## src/shared/ddp_pkg.sv

```systemverilog
// package for the dual data pointer block: register addresses, field positions,
// reset values, stretch timing and carrier structs.
// assumes an 8-bit special-function register bus driven by the core.
package ddp_pkg;
    // register addresses in the special-function space
    localparam logic [7:0] DDP_ADDR_P0_LO = 8'h82;
    localparam logic [7:0] DDP_ADDR_P0_HI = 8'h83;
    localparam logic [7:0] DDP_ADDR_P1_LO = 8'h84;
    localparam logic [7:0] DDP_ADDR_P1_HI = 8'h85;
    localparam logic [7:0] DDP_ADDR_SEL = 8'h86;
    localparam logic [7:0] DDP_ADDR_CLKCTL = 8'h8E;
    // field positions
    localparam int DDP_SEL_BIT = 0;
    localparam int DDP_STRETCH_LSB = 0;
    localparam int DDP_STRETCH_W = 3;
    // reset values
    localparam logic [15:0] DDP_PTR_RST = 16'h0000;
    localparam logic DDP_SEL_RST = 1'b0;
    localparam logic [7:0] DDP_CLKCTL_RST = 8'h01;
    // timing: machine cycle in clocks, least access length in machine cycles
    localparam int DDP_CLK_PER_MC = 4;
    localparam logic [5:0] DDP_MIN_MC = 6'h02;
    localparam logic [7:0] DDP_ZERO = 8'h00;

    // pointer operation requested by instruction execution
    typedef enum logic [2:0]
    {
        DDP_OP_NONE = 3'b000,
        DDP_OP_LOAD = 3'b001,
        DDP_OP_INC = 3'b010,
        DDP_OP_XRD = 3'b011,
        DDP_OP_XWR = 3'b100
    } ddp_op_t;

    // register bus request from the core
    typedef struct packed
    {
        logic wr;
        logic [7:0] addr;
        logic [7:0] wdata;
    } ddp_sfr_req_t;

    // instruction request: operation plus load value or write data
    typedef struct packed
    {
        ddp_op_t op;
        logic [15:0] value;
        logic [7:0] wdata;
    } ddp_ins_req_t;

    // off-chip data access
    typedef struct packed
    {
        logic rd_n;
        logic wr_n;
        logic [15:0] addr;
        logic [7:0] wdata;
    } ddp_xmem_t;

    typedef enum logic [1:0]
    {
        DDP_ST_IDLE = 2'b00,
        DDP_ST_ACCESS = 2'b01,
        DDP_ST_DONE = 2'b10
    } ddp_state_t;
endpackage

```

## src/design/ddp_top.sv

```systemverilog
// dual data pointer unit: two 16-bit pointers, select register, stretch
// control and the off-chip data access sequencer.
// assumes the core issues one instruction request at a time and waits for done.
`timescale 1ns/100ps
// Notes on behaviour
// - first pointer: low byte at 82h, high byte at 83h.
// - second pointer: low byte at 84h, high byte at 85h.
// - bit 0 of 86h selects pointer: 0 first, 1 second.
// - select bits 7..1 ignored on write and read as zero.
// - incrementing the select register flips the select bit.
// - pointer instructions act only on the selected pointer; other untouched.
// - reset clears select bit, first pointer active.
// - external data access drives the full active pointer as address.
// - external access lasts 2 to 9 machine cycles; stretch resets to 1.
module ddp_top
(
    // clock and reset
    input wire logic clk,
    input wire logic rst_b,
    // special-function register bus
    input wire ddp_pkg::ddp_sfr_req_t sfr_req,
    output logic [7:0] sfr_rdata,
    output logic sfr_hit,
    // instruction requests
    input wire ddp_pkg::ddp_ins_req_t ins_req,
    output logic ins_done,
    output logic [7:0] ins_rdata,
    output logic [15:0] active_data_pointer,
    // off-chip data memory
    output ddp_pkg::ddp_xmem_t xmem,
    input wire logic [7:0] xmem_rdata
);
    import ddp_pkg::*;

    // register bank
    logic [15:0] first_pointer_q, first_pointer_d;
    logic [15:0] second_pointer_q, second_pointer_d;
    logic pointer_select_bit_q, pointer_select_bit_d;
    logic [7:0] clkctl_q, clkctl_d;
    // register read answer
    logic [7:0] sfr_rdata_q, sfr_rdata_d;
    logic sfr_hit_q, sfr_hit_d;
    // active pointer output stage
    logic [15:0] active_q, active_d;
    // access sequencer
    ddp_state_t state_q, state_d;
    logic [5:0] cnt_q, cnt_d;
    // read data synchroniser
    logic [7:0] rd0_q, rd0_d;
    logic [7:0] rd1_q, rd1_d;
    // access sequencer results
    logic done_q, done_d;
    logic [7:0] ins_rdata_q, ins_rdata_d;
    ddp_xmem_t xmem_q, xmem_d;
    logic is_write_q, is_write_d;
    // combinational helpers
    logic [15:0] cur_ptr;
    logic [15:0] cur_inc;
    logic [5:0] access_clks;

    // pointer currently chosen by the select bit
    assign cur_ptr = pointer_select_bit_q ? second_pointer_q : first_pointer_q;
    assign cur_inc = cur_ptr + 16'h0001;
    // access length in clocks: (stretch + 2) machine cycles
    assign access_clks = 6'((6'(clkctl_q[DDP_STRETCH_LSB +: DDP_STRETCH_W]) + DDP_MIN_MC)
                            * DDP_CLK_PER_MC);

    // register bank next state: bus writes then instruction updates
    always_comb
    begin
        first_pointer_d = first_pointer_q;
        second_pointer_d = second_pointer_q;
        pointer_select_bit_d = pointer_select_bit_q;
        clkctl_d = clkctl_q;
        if (sfr_req.addr == DDP_ADDR_P0_LO)
        begin
            if (sfr_req.wr)
                first_pointer_d[7:0] = sfr_req.wdata;
        end
        else if (sfr_req.addr == DDP_ADDR_P0_HI)
        begin
            if (sfr_req.wr)
                first_pointer_d[15:8] = sfr_req.wdata;
        end
        else if (sfr_req.addr == DDP_ADDR_P1_LO)
        begin
            if (sfr_req.wr)
                second_pointer_d[7:0] = sfr_req.wdata;
        end
        else if (sfr_req.addr == DDP_ADDR_P1_HI)
        begin
            if (sfr_req.wr)
                second_pointer_d[15:8] = sfr_req.wdata;
        end
        else if (sfr_req.addr == DDP_ADDR_SEL)
        begin
            // an increment written back as old+1 flips bit 0
            if (sfr_req.wr)
                pointer_select_bit_d = sfr_req.wdata[DDP_SEL_BIT];
        end
        else if (sfr_req.addr == DDP_ADDR_CLKCTL)
        begin
            if (sfr_req.wr)
                clkctl_d = sfr_req.wdata;
        end
        // instruction updates touch only the selected pointer
        if (state_q == DDP_ST_IDLE && (ins_req.op == DDP_OP_LOAD || ins_req.op == DDP_OP_INC))
        begin
            if (pointer_select_bit_q)
                second_pointer_d = (ins_req.op == DDP_OP_LOAD) ? ins_req.value : cur_inc;
            else
                first_pointer_d = (ins_req.op == DDP_OP_LOAD) ? ins_req.value : cur_inc;
        end
    end

    // register read answer: addressed register, zero for unmapped addresses
    always_comb
    begin
        sfr_hit_d = 1'b0;
        sfr_rdata_d = DDP_ZERO;
        if (sfr_req.addr == DDP_ADDR_P0_LO)
        begin
            sfr_hit_d = 1'b1;
            sfr_rdata_d = first_pointer_q[7:0];
        end
        else if (sfr_req.addr == DDP_ADDR_P0_HI)
        begin
            sfr_hit_d = 1'b1;
            sfr_rdata_d = first_pointer_q[15:8];
        end
        else if (sfr_req.addr == DDP_ADDR_P1_LO)
        begin
            sfr_hit_d = 1'b1;
            sfr_rdata_d = second_pointer_q[7:0];
        end
        else if (sfr_req.addr == DDP_ADDR_P1_HI)
        begin
            sfr_hit_d = 1'b1;
            sfr_rdata_d = second_pointer_q[15:8];
        end
        else if (sfr_req.addr == DDP_ADDR_SEL)
        begin
            sfr_hit_d = 1'b1;
            // upper bits have no storage and read as zero
            sfr_rdata_d = {7'h00, pointer_select_bit_q};
        end
        else if (sfr_req.addr == DDP_ADDR_CLKCTL)
        begin
            sfr_hit_d = 1'b1;
            sfr_rdata_d = clkctl_q;
        end
    end

    // access sequencer next state
    always_comb
    begin
        state_d = state_q;
        cnt_d = cnt_q;
        done_d = 1'b0;
        ins_rdata_d = ins_rdata_q;
        xmem_d = xmem_q;
        is_write_d = is_write_q;
        case (state_q)
            DDP_ST_IDLE:
            begin
                if (ins_req.op == DDP_OP_XRD || ins_req.op == DDP_OP_XWR)
                begin
                    state_d = DDP_ST_ACCESS;
                    // strobe stays low for the whole stretched length
                    cnt_d = access_clks;
                    is_write_d = (ins_req.op == DDP_OP_XWR);
                    xmem_d.addr = cur_ptr;
                    xmem_d.wdata = ins_req.wdata;
                    xmem_d.rd_n = (ins_req.op == DDP_OP_XWR);
                    xmem_d.wr_n = (ins_req.op == DDP_OP_XRD);
                end
                else if (ins_req.op != DDP_OP_NONE)
                    done_d = 1'b1;
            end
            DDP_ST_ACCESS:
            begin
                // strobe held for the stretched length
                if (cnt_q == 6'h01)
                begin
                    state_d = DDP_ST_DONE;
                    xmem_d.rd_n = 1'b1;
                    xmem_d.wr_n = 1'b1;
                    if (!is_write_q)
                        ins_rdata_d = rd1_q;
                end
                cnt_d = cnt_q - 6'h01;
            end
            DDP_ST_DONE:
            begin
                done_d = 1'b1;
                state_d = DDP_ST_IDLE;
            end
            default:
                state_d = DDP_ST_IDLE;
        endcase
    end

    // read data synchroniser next state: two stages before any use
    always_comb
    begin
        rd0_d = xmem_rdata;
        rd1_d = rd0_q;
    end

    // selected pointer mirrored to the output
    always_comb
    begin
        active_d = cur_ptr;
    end

    // register bank state
    always_ff @(posedge clk)
    begin
        if (!rst_b)
        begin
            first_pointer_q <= DDP_PTR_RST;
            second_pointer_q <= DDP_PTR_RST;
            pointer_select_bit_q <= DDP_SEL_RST;
            clkctl_q <= DDP_CLKCTL_RST;
        end
        else
        begin
            first_pointer_q <= first_pointer_d;
            second_pointer_q <= second_pointer_d;
            pointer_select_bit_q <= pointer_select_bit_d;
            clkctl_q <= clkctl_d;
        end
    end

    // register read answer state
    always_ff @(posedge clk)
    begin
        if (!rst_b)
        begin
            sfr_rdata_q <= DDP_ZERO;
            sfr_hit_q <= 1'b0;
        end
        else
        begin
            sfr_rdata_q <= sfr_rdata_d;
            sfr_hit_q <= sfr_hit_d;
        end
    end

    // access sequencer state
    always_ff @(posedge clk)
    begin
        if (!rst_b)
        begin
            state_q <= DDP_ST_IDLE;
            cnt_q <= 6'h00;
            done_q <= 1'b0;
            ins_rdata_q <= DDP_ZERO;
            xmem_q <= '{rd_n: 1'b1, wr_n: 1'b1, addr: 16'h0000, wdata: 8'h00};
            is_write_q <= 1'b0;
        end
        else
        begin
            state_q <= state_d;
            cnt_q <= cnt_d;
            done_q <= done_d;
            ins_rdata_q <= ins_rdata_d;
            xmem_q <= xmem_d;
            is_write_q <= is_write_d;
        end
    end

    // read data synchroniser state
    always_ff @(posedge clk)
    begin
        if (!rst_b)
        begin
            rd0_q <= DDP_ZERO;
            rd1_q <= DDP_ZERO;
        end
        else
        begin
            rd0_q <= rd0_d;
            rd1_q <= rd1_d;
        end
    end

    // active pointer output stage
    always_ff @(posedge clk)
    begin
        if (!rst_b)
        begin
            active_q <= DDP_PTR_RST;
        end
        else
        begin
            active_q <= active_d;
        end
    end

    // outputs straight from flip-flops
    assign sfr_rdata = sfr_rdata_q;
    assign sfr_hit = sfr_hit_q;
    assign ins_done = done_q;
    assign ins_rdata = ins_rdata_q;
    assign active_data_pointer = active_q;
    assign xmem = xmem_q;
endmodule

```

## config.mk

```make
export PLATFORM = sky130hd
export DESIGN_NAME = ddp_top
export DESIGN_NICKNAME = d
export VERILOG_FILES = /design/src/shared/ddp_pkg.sv /design/src/design/ddp_top.sv
export SDC_FILE = /design/constraint.sdc
export NUM_CORES = 1
export LEC_CHECK = 0
export ABC_AREA = 1
export BUFFER_PORTS_ARGS = -buffer_cell sky130_fd_sc_hd__clkbuf_2
export CORE_MARGIN = 10
export CORE_UTILIZATION = 50
export DETAILED_ROUTE_END_ITERATION = 16
export PLACE_DENSITY = 0.82
export SLEW_MARGIN = 10
export SYNTH_ARGS = -nofsm -noshare
export SYNTH_HDL_FRONTEND = slang
export SYNTH_SLANG_ARGS = --single-unit
```

## constraint.sdc

```tcl
create_clock -name clk -period 1.9 [get_ports clk]
set_input_delay 0.38 -clock clk [delete_from_list [all_inputs] [get_ports clk]]
set_output_delay 0.38 -clock clk [all_outputs]
set_load 0.01 [all_outputs]
```

* After elaboration in Yosys (flattened, before gate mapping)
Index checks and enable logic that the tools add are counted.
** Word-level totals
- Flip-flop bits (word level) :: 126
- Latch bits :: 0
- Bits in writable memories :: 0
- Bits in read-only memories :: 0
- Output and inout bits :: 60
- Word-level logic and storage cells :: 96
- Memories kept :: 0
** Operators by class
- $add $sub $neg :: 3
- $mul :: 0
- Div/mod/pow operators :: 0
- $lt $le $gt $ge :: 0
- Equal/unequal tests :: 15
- Shift-type cells :: 0
- Multiplexer cells :: 41
- Bitwise operators :: 6
- Reductions and logical operators :: 13
** Operators by type and width (count)
- $mux W16 :: 8
- $mux W8 :: 16
- $eq A8 B8 Y1 const B :: 6
- $mux W26 :: 1
- $add A16 B1 Y16 const B :: 1
- $pmux W6 S2 :: 1
- $mux W1 :: 8
- $pmux W2 S2 :: 2
- $reduce_and A7 Y1 :: 1
- $eq A3 B2 Y1 const B :: 2
- $eq A6 B1 Y1 const B :: 1
- $mux W2 :: 3
- $mux W6 :: 1
- $not A1 Y1 :: 6
- $reduce_and A2 Y1 :: 3
- $reduce_and A3 Y1 :: 2
- $reduce_and A6 Y1 :: 1
- $sub A6 B1 Y6 const B :: 1
- $add A3 B2 Y4 const B :: 1
- $eq A3 B1 Y1 const B :: 1
- $eq A3 B3 Y1 const B :: 1
- $reduce_bool A3 Y1 :: 1
- $eq A2 B1 Y1 const B :: 1
- $eq A2 B2 Y1 const B :: 1
- other kinds (7) :: 8

* Logic depth before layout (Yosys ltp)
Gate-level depths: netlist of the first run.
- Depth in word-level cells :: 7
- Mapped depth :: 14

* Worst setup path after synthesis of the first run
OpenSTA, ideal clock, no wires.
- Path type :: flip-flop to flip-flop
- From :: register pointer_select_bit_q
- To :: register first_pointer_q[10]
- Library setup time :: 0.056 ns
- Arrival :: 1.607 ns
- Setup slack :: 0.238 ns
- Cell stages (with the launch flop) :: 13
- Path buffers :: 1
- Clock period less this slack :: 1.662 ns
- Cell sequence :: dfxtp_1 -> buf_6 -> nand2_1 -> o21ai_2 -> ha_1 -> nand2_1 -> nor2_4 -> nand2_1 -> o21ai_1 -> nand3_1 -> nand3_1 -> nand2_1 -> inv_1
** Between the ends
- Cells in the longest elaborated chain, start to end :: 5
** Ends and longest elaborated chain
- start: declaration :: RTL line ddp_top.sv:38 : logic pointer_select_bit_q, pointer_select_bit_d;
- start signal: assignment :: RTL line ddp_top.sv:230 : pointer_select_bit_q <= pointer_select_bit_d;
- $mux W16 :: RTL line ddp_top.sv:62 : assign cur_ptr = pointer_select_bit_q ? second_pointer_q : first_pointer_q;
- net active_d[1] :: RTL line ddp_top.sv:44 : logic [15:0] active_q, active_d;
- $add A16 B1 Y16 :: RTL line ddp_top.sv:63 : assign cur_inc = cur_ptr + 16'h0001;
- $mux W16 :: RTL line ddp_top.sv:112 : first_pointer_d = (ins_req.op == DDP_OP_LOAD) ? ins_req.value : cur_inc;
- $mux W16 :: RTL line ddp_top.sv:109 : if (pointer_select_bit_q)
- $mux W16 :: RTL line ddp_top.sv:107 : if (state_q == DDP_ST_IDLE && (ins_req.op == DDP_OP_LOAD || ins_req.op == DDP_OP_INC))
- end signal: assignment :: RTL line ddp_top.sv:228 : first_pointer_q <= first_pointer_d;
- end: declaration :: RTL line ddp_top.sv:36 : logic [15:0] first_pointer_q, first_pointer_d;
The timed path passes the listed nets, and every way through them passes these cells.
A chain may end at the register's enable or synchronous reset.

* Worst setup path after layout of the first run
- From :: register pointer_select_bit_q
- To :: register first_pointer_q[15]
** Between the ends
- Cells in the longest elaborated chain, start to end :: 5
** Ends and longest elaborated chain (RTL line)
- $mux W16 :: ddp_top.sv:62
- $add A16 B1 Y16 :: ddp_top.sv:63
- $mux W16 :: ddp_top.sv:112
- $mux W16 (*) :: ddp_top.sv:109
- $mux W16 (*) :: ddp_top.sv:107
Every way passes the cells marked *; elsewhere a longest branch is shown, timed or not.

==> summary.md, run 1 <==
The flow ran to the end, and the final reports show no timing, DRC or antenna violations. Once the floorplan was initialized, standard cells occupied 50.8% of the core. The placeable core region came out at 11900 sq um. Counting buffers and inverters, the worst setup path is 12 cells deep. Entering global routing, the biggest net connects 57 pins.

Count of state elements after synthesis: 126. The first detailed-routing pass took 5 iterations. Largest area contributor in the netlist: dfxtp_1. Counting cells, the worst reg-to-reg path comes to 12. The final critical path takes up 93.2% of the cycle. The tools report the post-placement cell area as 7000 sq um.

The worst relative slew slack was 63.2%; the mux cell area share after synthesis was 0%. Tracing the worst setup path back leads to its startpoint at pointer_select_bit_q. The half-perimeter wire length after placement is 14.0 mm, and the maximum clock frequency is 565 MHz.

At the worst endpoint, the required time is 2220 ps. In this run the clock root is driven by a clkbuf_16. The via count of the first global-routing pass is 6173.

Among all cell types in the netlist, the one instantiated most often is nand2_1. For the total via count in the routed design, the log shows 6389. The worst supply voltage drop on vdd was 0.000557 V; the fraction of synthesized cell area in xor and xnor cells was 0.579%.

Die span in x: 130 microns. The worst setup path is captured at a flip-flop. The tools report the number of clock buffers inserted by TritonCTS as 17.

The worst register-to-register path ends at first_pointer_q[15]. The count of cells in the finished layout, fillers not included, comes to 1178. The congestion estimate from routability-driven global placement came to 0.980. The post-detailed-route wirelength per cell is 16.2 microns. Detailed-route vias per instance: 5.42. The net count of the finished layout is 1076. Of the synthesized area, sequential elements account for 41.7%. The floorplan has 40 rows. The first global-routing pass estimated 30.9 mm of wire. Setup repair after global routing could not meet its margin everywhere. Synthesis produced a netlist whose cell count is 883. The register-to-register setup slack came out at 130 ps.

The net count after synthesis was 941. The setup path with the least slack is of type reg -> reg. Cell with the most instances on the worst path: nand2_1. The number of buffer cells added on primary ports works out to 113. In this run, the number of DRC markers left after iteration 0 of detailed routing was 755. The total count of hold-check failures in the final report came out at 0. The number of antenna violations at the first check in global routing was 0. For this run, the slowest stage of the critical path takes 390 ps.

Worst hold-check path type: in -> reg. Max-cap violations in this run came to 0. After synthesis, the most frequently instantiated cells are 230 x nand2_1, 126 x dfxtp_1, 125 x inv_1. The tools report the post-CTS repair timing setup buffer count as 0.

The synthesized netlist devotes 17.7% of its cell area to compound gates. In this run, synthesis inferred 0 flip-flops with an integrated enable. Compared with the post-synthesis result, the final layout area differs by 25.9%. End point of the critical path: first_pointer_q[15]. The adder-cell share of the synthesized area was 0.827%; the total number of H-tree levels was 4. After synthesis, the cell types taking the most area are dfxtp_1 42%, nand2_1 14%, inv_1 7.8%, o21ai_0 6.5%, a21oi_1 5.3%. The fraction of layout cells with a size suffix above 1 is 23.2%. The count of cell types in the netlist was 36.

The run gives 2 as the clock tree buffer depth. Traced cell by cell, the critical path runs through inv_2, nand2_1, nand2_4, nand3_4, nor2_4, nand2_1, nand2_1, nand2_1, nand2_1, nand3_1, nand2_1, inv_1. The number of antenna diodes in the final layout is 0. Wires add up to 19.1 mm. Cell type group with the largest total delay on the critical path: simple AND/OR/NAND/NOR gates.

Shortest clock period the worst path allows after layout: 1770 ps. By area, the combinational part of the netlist is dominated by simple AND/OR/NAND/NOR gates. Once placement completed, the tool counted placed cells totaling 1146.

For this run, the number of Yosys warnings is 0. The worst setup path is launched from a flip-flop. The top cell type by area accounts for 41.7% of the synthesized area. The run gives 114 as the boundary pin count.

The count of nets left with antenna violations once routing finished came out at 0. The slowest stage of the critical path belongs to the cell dfxtp_4. After clock tree synthesis, the flow added hold-fix buffers numbering 0.

The clock arrives with 9.05 ps of skew. The launch instance of the worst register-to-register path is pointer_select_bit_q. The run gives 0 as the leftover overflow at the end of global routing. The average instance in the mapped netlist occupies 6.85 sq um. In this run the static leakage power is 3.65 nW. The tools report the sum of internal, switching and leakage power as 6.82 mW. Fraction of synthesis flops using an asynchronous set or reset pin: 0%. The tools report the detailed-route DRC error count as 0. Prevailing post-synth register cell: dfxtp_1. The final design utilization is 63.9%. The die covers 16900 sq um.

Clock-pin slew was measured on the worst setup and hold paths at 60 ps. The die is 130 microns tall. The synthesized area was 6050 sq um; the count of final max-slew check failures was 0. For this run, the total global-route usage over all layers was measured as 23.1%. After routing the design area is 7620 sq um.

The data arrival at the endpoint of the critical path came out at 2090 ps. Summing the areas of all and, or, nand and nor instances in the mapped netlist gives 27.7% of the synthesized area. TritonCTS built the clock tree. The slew at the pin closest to its max-slew limit works out to 546 ps. Clock net sink count: 126. Power spread over the standard cell area amounts to 896 nW/um^2. The largest fanout on the critical path is 16, and the later-pin clock latency in the skew report is 430 ps. Counting both buffers and inverters, the worst setup path holds a total of 2. Setup violations remaining at the end of the flow were counted as 0.
-- metal layers --
layer / share of wire (%) / track usage, % / up-vias / routed length, microns
met3: 10 / 6.61 / 65 / 1920
met4: 3.6 / 11.6 / 0 / 697
met2: 47 / 37.4 / 329 / 9040
met1: 39 / 27.5 / 2888 / 7460
li1: - / - / 3107 / -
met5: 0 / 0 / - / 0
-- power breakdown --
part           leakage (nW)  internal (mW)  switching, mW
sequential             1.03           2.77         0.0767
clock                 0.272           1.91           1.23
combinational          2.35          0.311          0.526
total                  3.65           4.99           1.84
-- worst min path at each step --
stage / start / endpoint / slack [ps] / depth (start not counted)
CTS: xmem_rdata[5] / rd0_q[5] / 130 / 3
global route: xmem_rdata[0] / rd0_q[0] / 150 / 3
floorplan: rd0_q[0] / rd1_q[0] / 390 / 2
global placement: rd0_q[7] / rd1_q[7] / 390 / 2
finish: xmem_rdata[5] / rd0_q[5] / 140 / 3
detailed placement: rd0_q[0] / rd1_q[0] / 400 / 2
-- cell type report --
type                       count  area (sq um)
clock inverter                11           109
timing repair buffer         156           963
fill                        1043          4300
clock buffer                  21           470
multi-input combinational    585          2860
tap                          147           184
inverter                     132           499
sequential                   126          2530
-- metrics by stage --
step	hold slack [ps]	setup slack [ps]	TNS, ps
finish	137	130	0
global route	150	-46.7	-71.0
CTS	131	72.9	0
detailed placement	402	-12.9	-24.8
global placement	393	18.1	0
floorplan	390	238	0
-- worst min-delay path: cells and delay by family --
kind / cells / cell delay, ps
and+or+nand+nor: 1 / 40
buffers and inverters: 2 / 120
-- registers in the layout, indices dropped and copies added (netlist names) --
register,cells
active_data_pointer,16
sfr_hit,1
is_write_q,1
ins_done,1
cnt_q,6
clkctl_q,8
rd0_q,8
sfr_rdata,8
ins_rdata,8
xmem,26
second_pointer_q,16
rd1_q,8
first_pointer_q,16
state_q,2
pointer_select_bit_q,1
-- what timing repair did --
| action | CTS | global route |
|---|---|---|
| gates cloned | 0 | 0 |
| endpoints found under the setup margin | 11 | 30 |
| resized for setup | 1 | 13 |
| pin swaps | 0 | 2 |
-- cell usage in the layout (no fill, tap or decap), drive strengths merged, types with 11 or more instances in the layout --
cell type,netlist,final
nand2,242,242
clkbuf,24,134
inv,130,130
dfxtp,126,126
o21ai,91,91
nor2,67,67
a21oi,64,64
nand3,58,58
buf,16,43
o211ai,13,13
nand4,11,11
-- kinds of logic (layout without fill, tap and decap cells) --
logic type / after synthesis / in the layout
and+or+nand+nor: 388 / 388
buffers and inverters: 172 / 320
adders and majority gates: 4 / 4
AOI/OAI and AO/OA: 189 / 189
xor gates and xnor gates: 4 / 4
DFF: 126 / 126
Note: power is estimated with default switching activity, not from simulation.
==> run 2: changes to the inputs <==
--- a/config.mk
+++ b/config.mk
@@ -10,4 +10,6 @@
 export CORE_MARGIN = 10
 export CORE_UTILIZATION = 50
+export CTS_BUF_LIST = sky130_fd_sc_hd__clkbuf_8
+export CTS_CLUSTER_SIZE = 25
 export DETAILED_ROUTE_END_ITERATION = 16
 export PLACE_DENSITY = 0.82
==> constraint.sdc (replaced) <==
create_clock -name clk -period 1.9 [get_ports clk]
set_input_delay 0.38 -clock clk [delete_from_list [all_inputs] [get_ports clk]]
set_output_delay 0.38 -clock clk [all_outputs]
set_load 0.005 [all_outputs]
==> run 2 against run 1 <==
First-iteration DRC count down 9.3%. Clock skew is 3.1 ps higher. Sequential power about the same. Die area is the same. Worst hold slack lost 35 ps. Sequential cell count did not move. Wire length is 0.85% lower. Clock power fell by 28%.
==> summary.md, run 2 (synthesis gave the netlist of run 1 again) <==
Clock tree synthesis selected as its root buffer the cell clkbuf_8. Cell internal power was estimated by the tool at 4.21 mW. The logs give 6325 for the total via count in the routed design and 548 MHz for the maximum clock frequency. The total number of placement rows is 40. The global-route wire length before repair is 30.4 mm, and the clock transition at the registers of the reported paths is 80 ps. The detailed-route vias per instance came out at 5.36. For this run, the post-layout net count is 1078. Cell with the biggest individual delay on the critical path: dfxtp_4. The worst setup path is of the reg -> reg kind. Detailed placement finished with a half-perimeter wire length of 14.0 mm. The shortest clock period the worst path allows after layout works out to 1830 ps.

Headroom to the max-slew limit came out at 61.0%. For this block, the routed nets add up to 19.0 mm of wire. The H-tree was split into 4 levels. After layout, the worst path uses 96.1% of the clock period. The core region is 11900 sq um. The detailed-route DRC error count was 0.

The tools report the leftover overflow at the end of global routing as 0. The switching fraction of total power is 28.7%. For this run, the number of standard cells in the final layout without fillers is 1180. The worst setup path is launched from a flip-flop. Counting buffers and inverters, the worst setup path is 13 cells deep. The number of cells on the worst reg-to-reg path is 13. The number of buffer cells added on primary ports is 113, and the data arrival at the endpoint of the critical path is 2180 ps. In the final routed layout, each cell accounts on average for 16.1 microns. The tools report the number of setup violations in the final report as 0. The number of antenna diodes in the final layout is 0. In this run, flip-flops and latches consume 48.1% of the power. IR analysis of the VDD net gives a maximum drop of 0.000557 V.

TritonCTS built the clock tree. Entering global routing, the biggest net connects 57 pins. Including well taps, the total number of placed cells is 1146.

For the via count of the first global-routing pass, the log shows 6067. The clock net sink count was 126. Leaving out fill and tap cells, the most frequent cells in the layout are 229 x nand2_1, 125 x inv_1, 125 x dfxtp_1, 113 x clkbuf_2, 76 x o21ai_0. 114 I/O pins were placed. The most numerous cell type found on the critical path is nand2_1. The slew at the pin closest to its max-slew limit is 579 ps. The tightest min-delay check is of the in -> reg type.

Cells with a size suffix above 1 make up 23.0% of the layout. Count of nets left with antenna violations after detail routing: 0. The clock network accounts for 38.2% of the total power.

Signed area change from the synthesized netlist to the final layout: 23.2%. The flow ran to the end, and the final reports show no timing, DRC or antenna violations. The first TritonRoute pass finished after 6 iterations.

For the later-pin clock latency in the skew report, the log shows 460 ps. Along the worst path, the maximum fanout reaches 7. The leakage power came out at 3.59 nW. The most common cell after layout, fill and taps aside is nand2_1. STA puts the critical path data required time at 2250 ps. The kind of end point of the critical path was a flip-flop.

The number of hold buffers added after CTS was 0. The die is 130 microns tall. The total count of hold-check failures in the final report came out at 0.

Traced cell by cell, the critical path runs through buf_6, nand2_2, o21ai_2, buf_4, nand3_4, nor2_4, nand2_1, nand2_1, nand2_1, nand2_1, nand3_1, nand2_1, inv_1. Across the routed clock network, the largest skew measured is 12.1 ps. The count of final max-slew check failures came out at 0. After the first detailed-routing iteration, the DRC count stood at 685. The clock passes through at most 2 buffers. The die is 130 microns wide. The number of flip-flops in the largest register is 26, and the global routing usage summed across all routing layers is 22.8%. Max-cap violations in this run came to 0.

The final-layout worst hold slack is 102 ps, and the switching power total is 1.70 mW. The number of antenna violations at the first check in global routing is 0, and the sum of buffers and inverters on the critical path is 3. The congestion estimate from routability-driven global placement came to 0.980. Cell type group with the largest total delay on the critical path: simple AND/OR/NAND/NOR gates.

The worst hold path cell count is 3. Per report_power, the combinational group accounts for 13.7% of the total. The floorplan step defined a die boundary enclosing 16900 sq um.

TritonCTS created 17 clock buffers. The initial utilization of the core area, before any placement, comes to 50.8%. The largest single stage delay on the critical path is 440 ps.

Setup repair after global routing could not meet its margin everywhere. The power density of the placed cells is 793 nW/um^2.
run 2: cell type report:
class / instances / area [sq um]
multi-input combinational: 585 / 2860
sequential: 126 / 2530
tap: 147 / 184
timing repair buffer: 158 / 1000
clock buffer: 20 / 275
inverter: 132 / 498
fill: 1061 / 4460
clock inverter: 12 / 113
run 2: what timing repair did:
item,in CTS,in global routing
setup endpoints to repair,11,26
cloned,0,1
gates resized for setup,1,15
pin swaps,0,4
buffers inserted,0,1
run 2: layer usage:
metal	wire [microns]	vias to the layer above	global-route usage, %
met5	0	-	0
met4	778	0	12.1
met3	1800	77	7.46
met2	8820	303	36.1
met1	7560	2837	27.0
li1	-	3108	-
run 2: worst paths after layout:
path / start / endpoint / slack [ps]
setup / recovery: pointer_select_bit_q / first_pointer_q[15] / 70
hold / removal: xmem_rdata[5] / rd0_q[5] / 100
setup reg to reg: pointer_select_bit_q / first_pointer_q[15] / 70
hold reg to reg: rd0_q[6] / rd1_q[6] / 420
run 2: power by group through the flow:
stage	clock network, mW	registers [mW]	logic [mW]
2_1_floorplan	0	2.88	0.458
3_3_place_gp	0	2.90	0.777
3_5_place_dp	0	2.90	0.787
4_1_cts	2.28	2.84	0.796
5_1_grt	2.41	2.85	0.909
6_report	2.26	2.84	0.810
run 2: stage by stage:
step                      power [mW]  setup TNS (ps)  cell area, sq um  util (%)  worst slack [ps]
final                           5.91               0              7450      62.6              74.4
after global routing            6.17           -65.1              7450      62.6             -51.9
after CTS                       5.91               0              7390      62.0              56.4
after detailed placement        3.68           -24.8              7000      58.8             -12.9
after global placement          3.67               0              7000      58.8              18.1
after floorplan                 3.34               0              6050         -               238
run 2: worst register-to-register path: cells and delay by family, from the launching register on:
kind / cells / cell delay, ps
compound gates: 1 / 100
buf+inv: 3 / 350
flops: 1 / 440
simple gates: 9 / 830
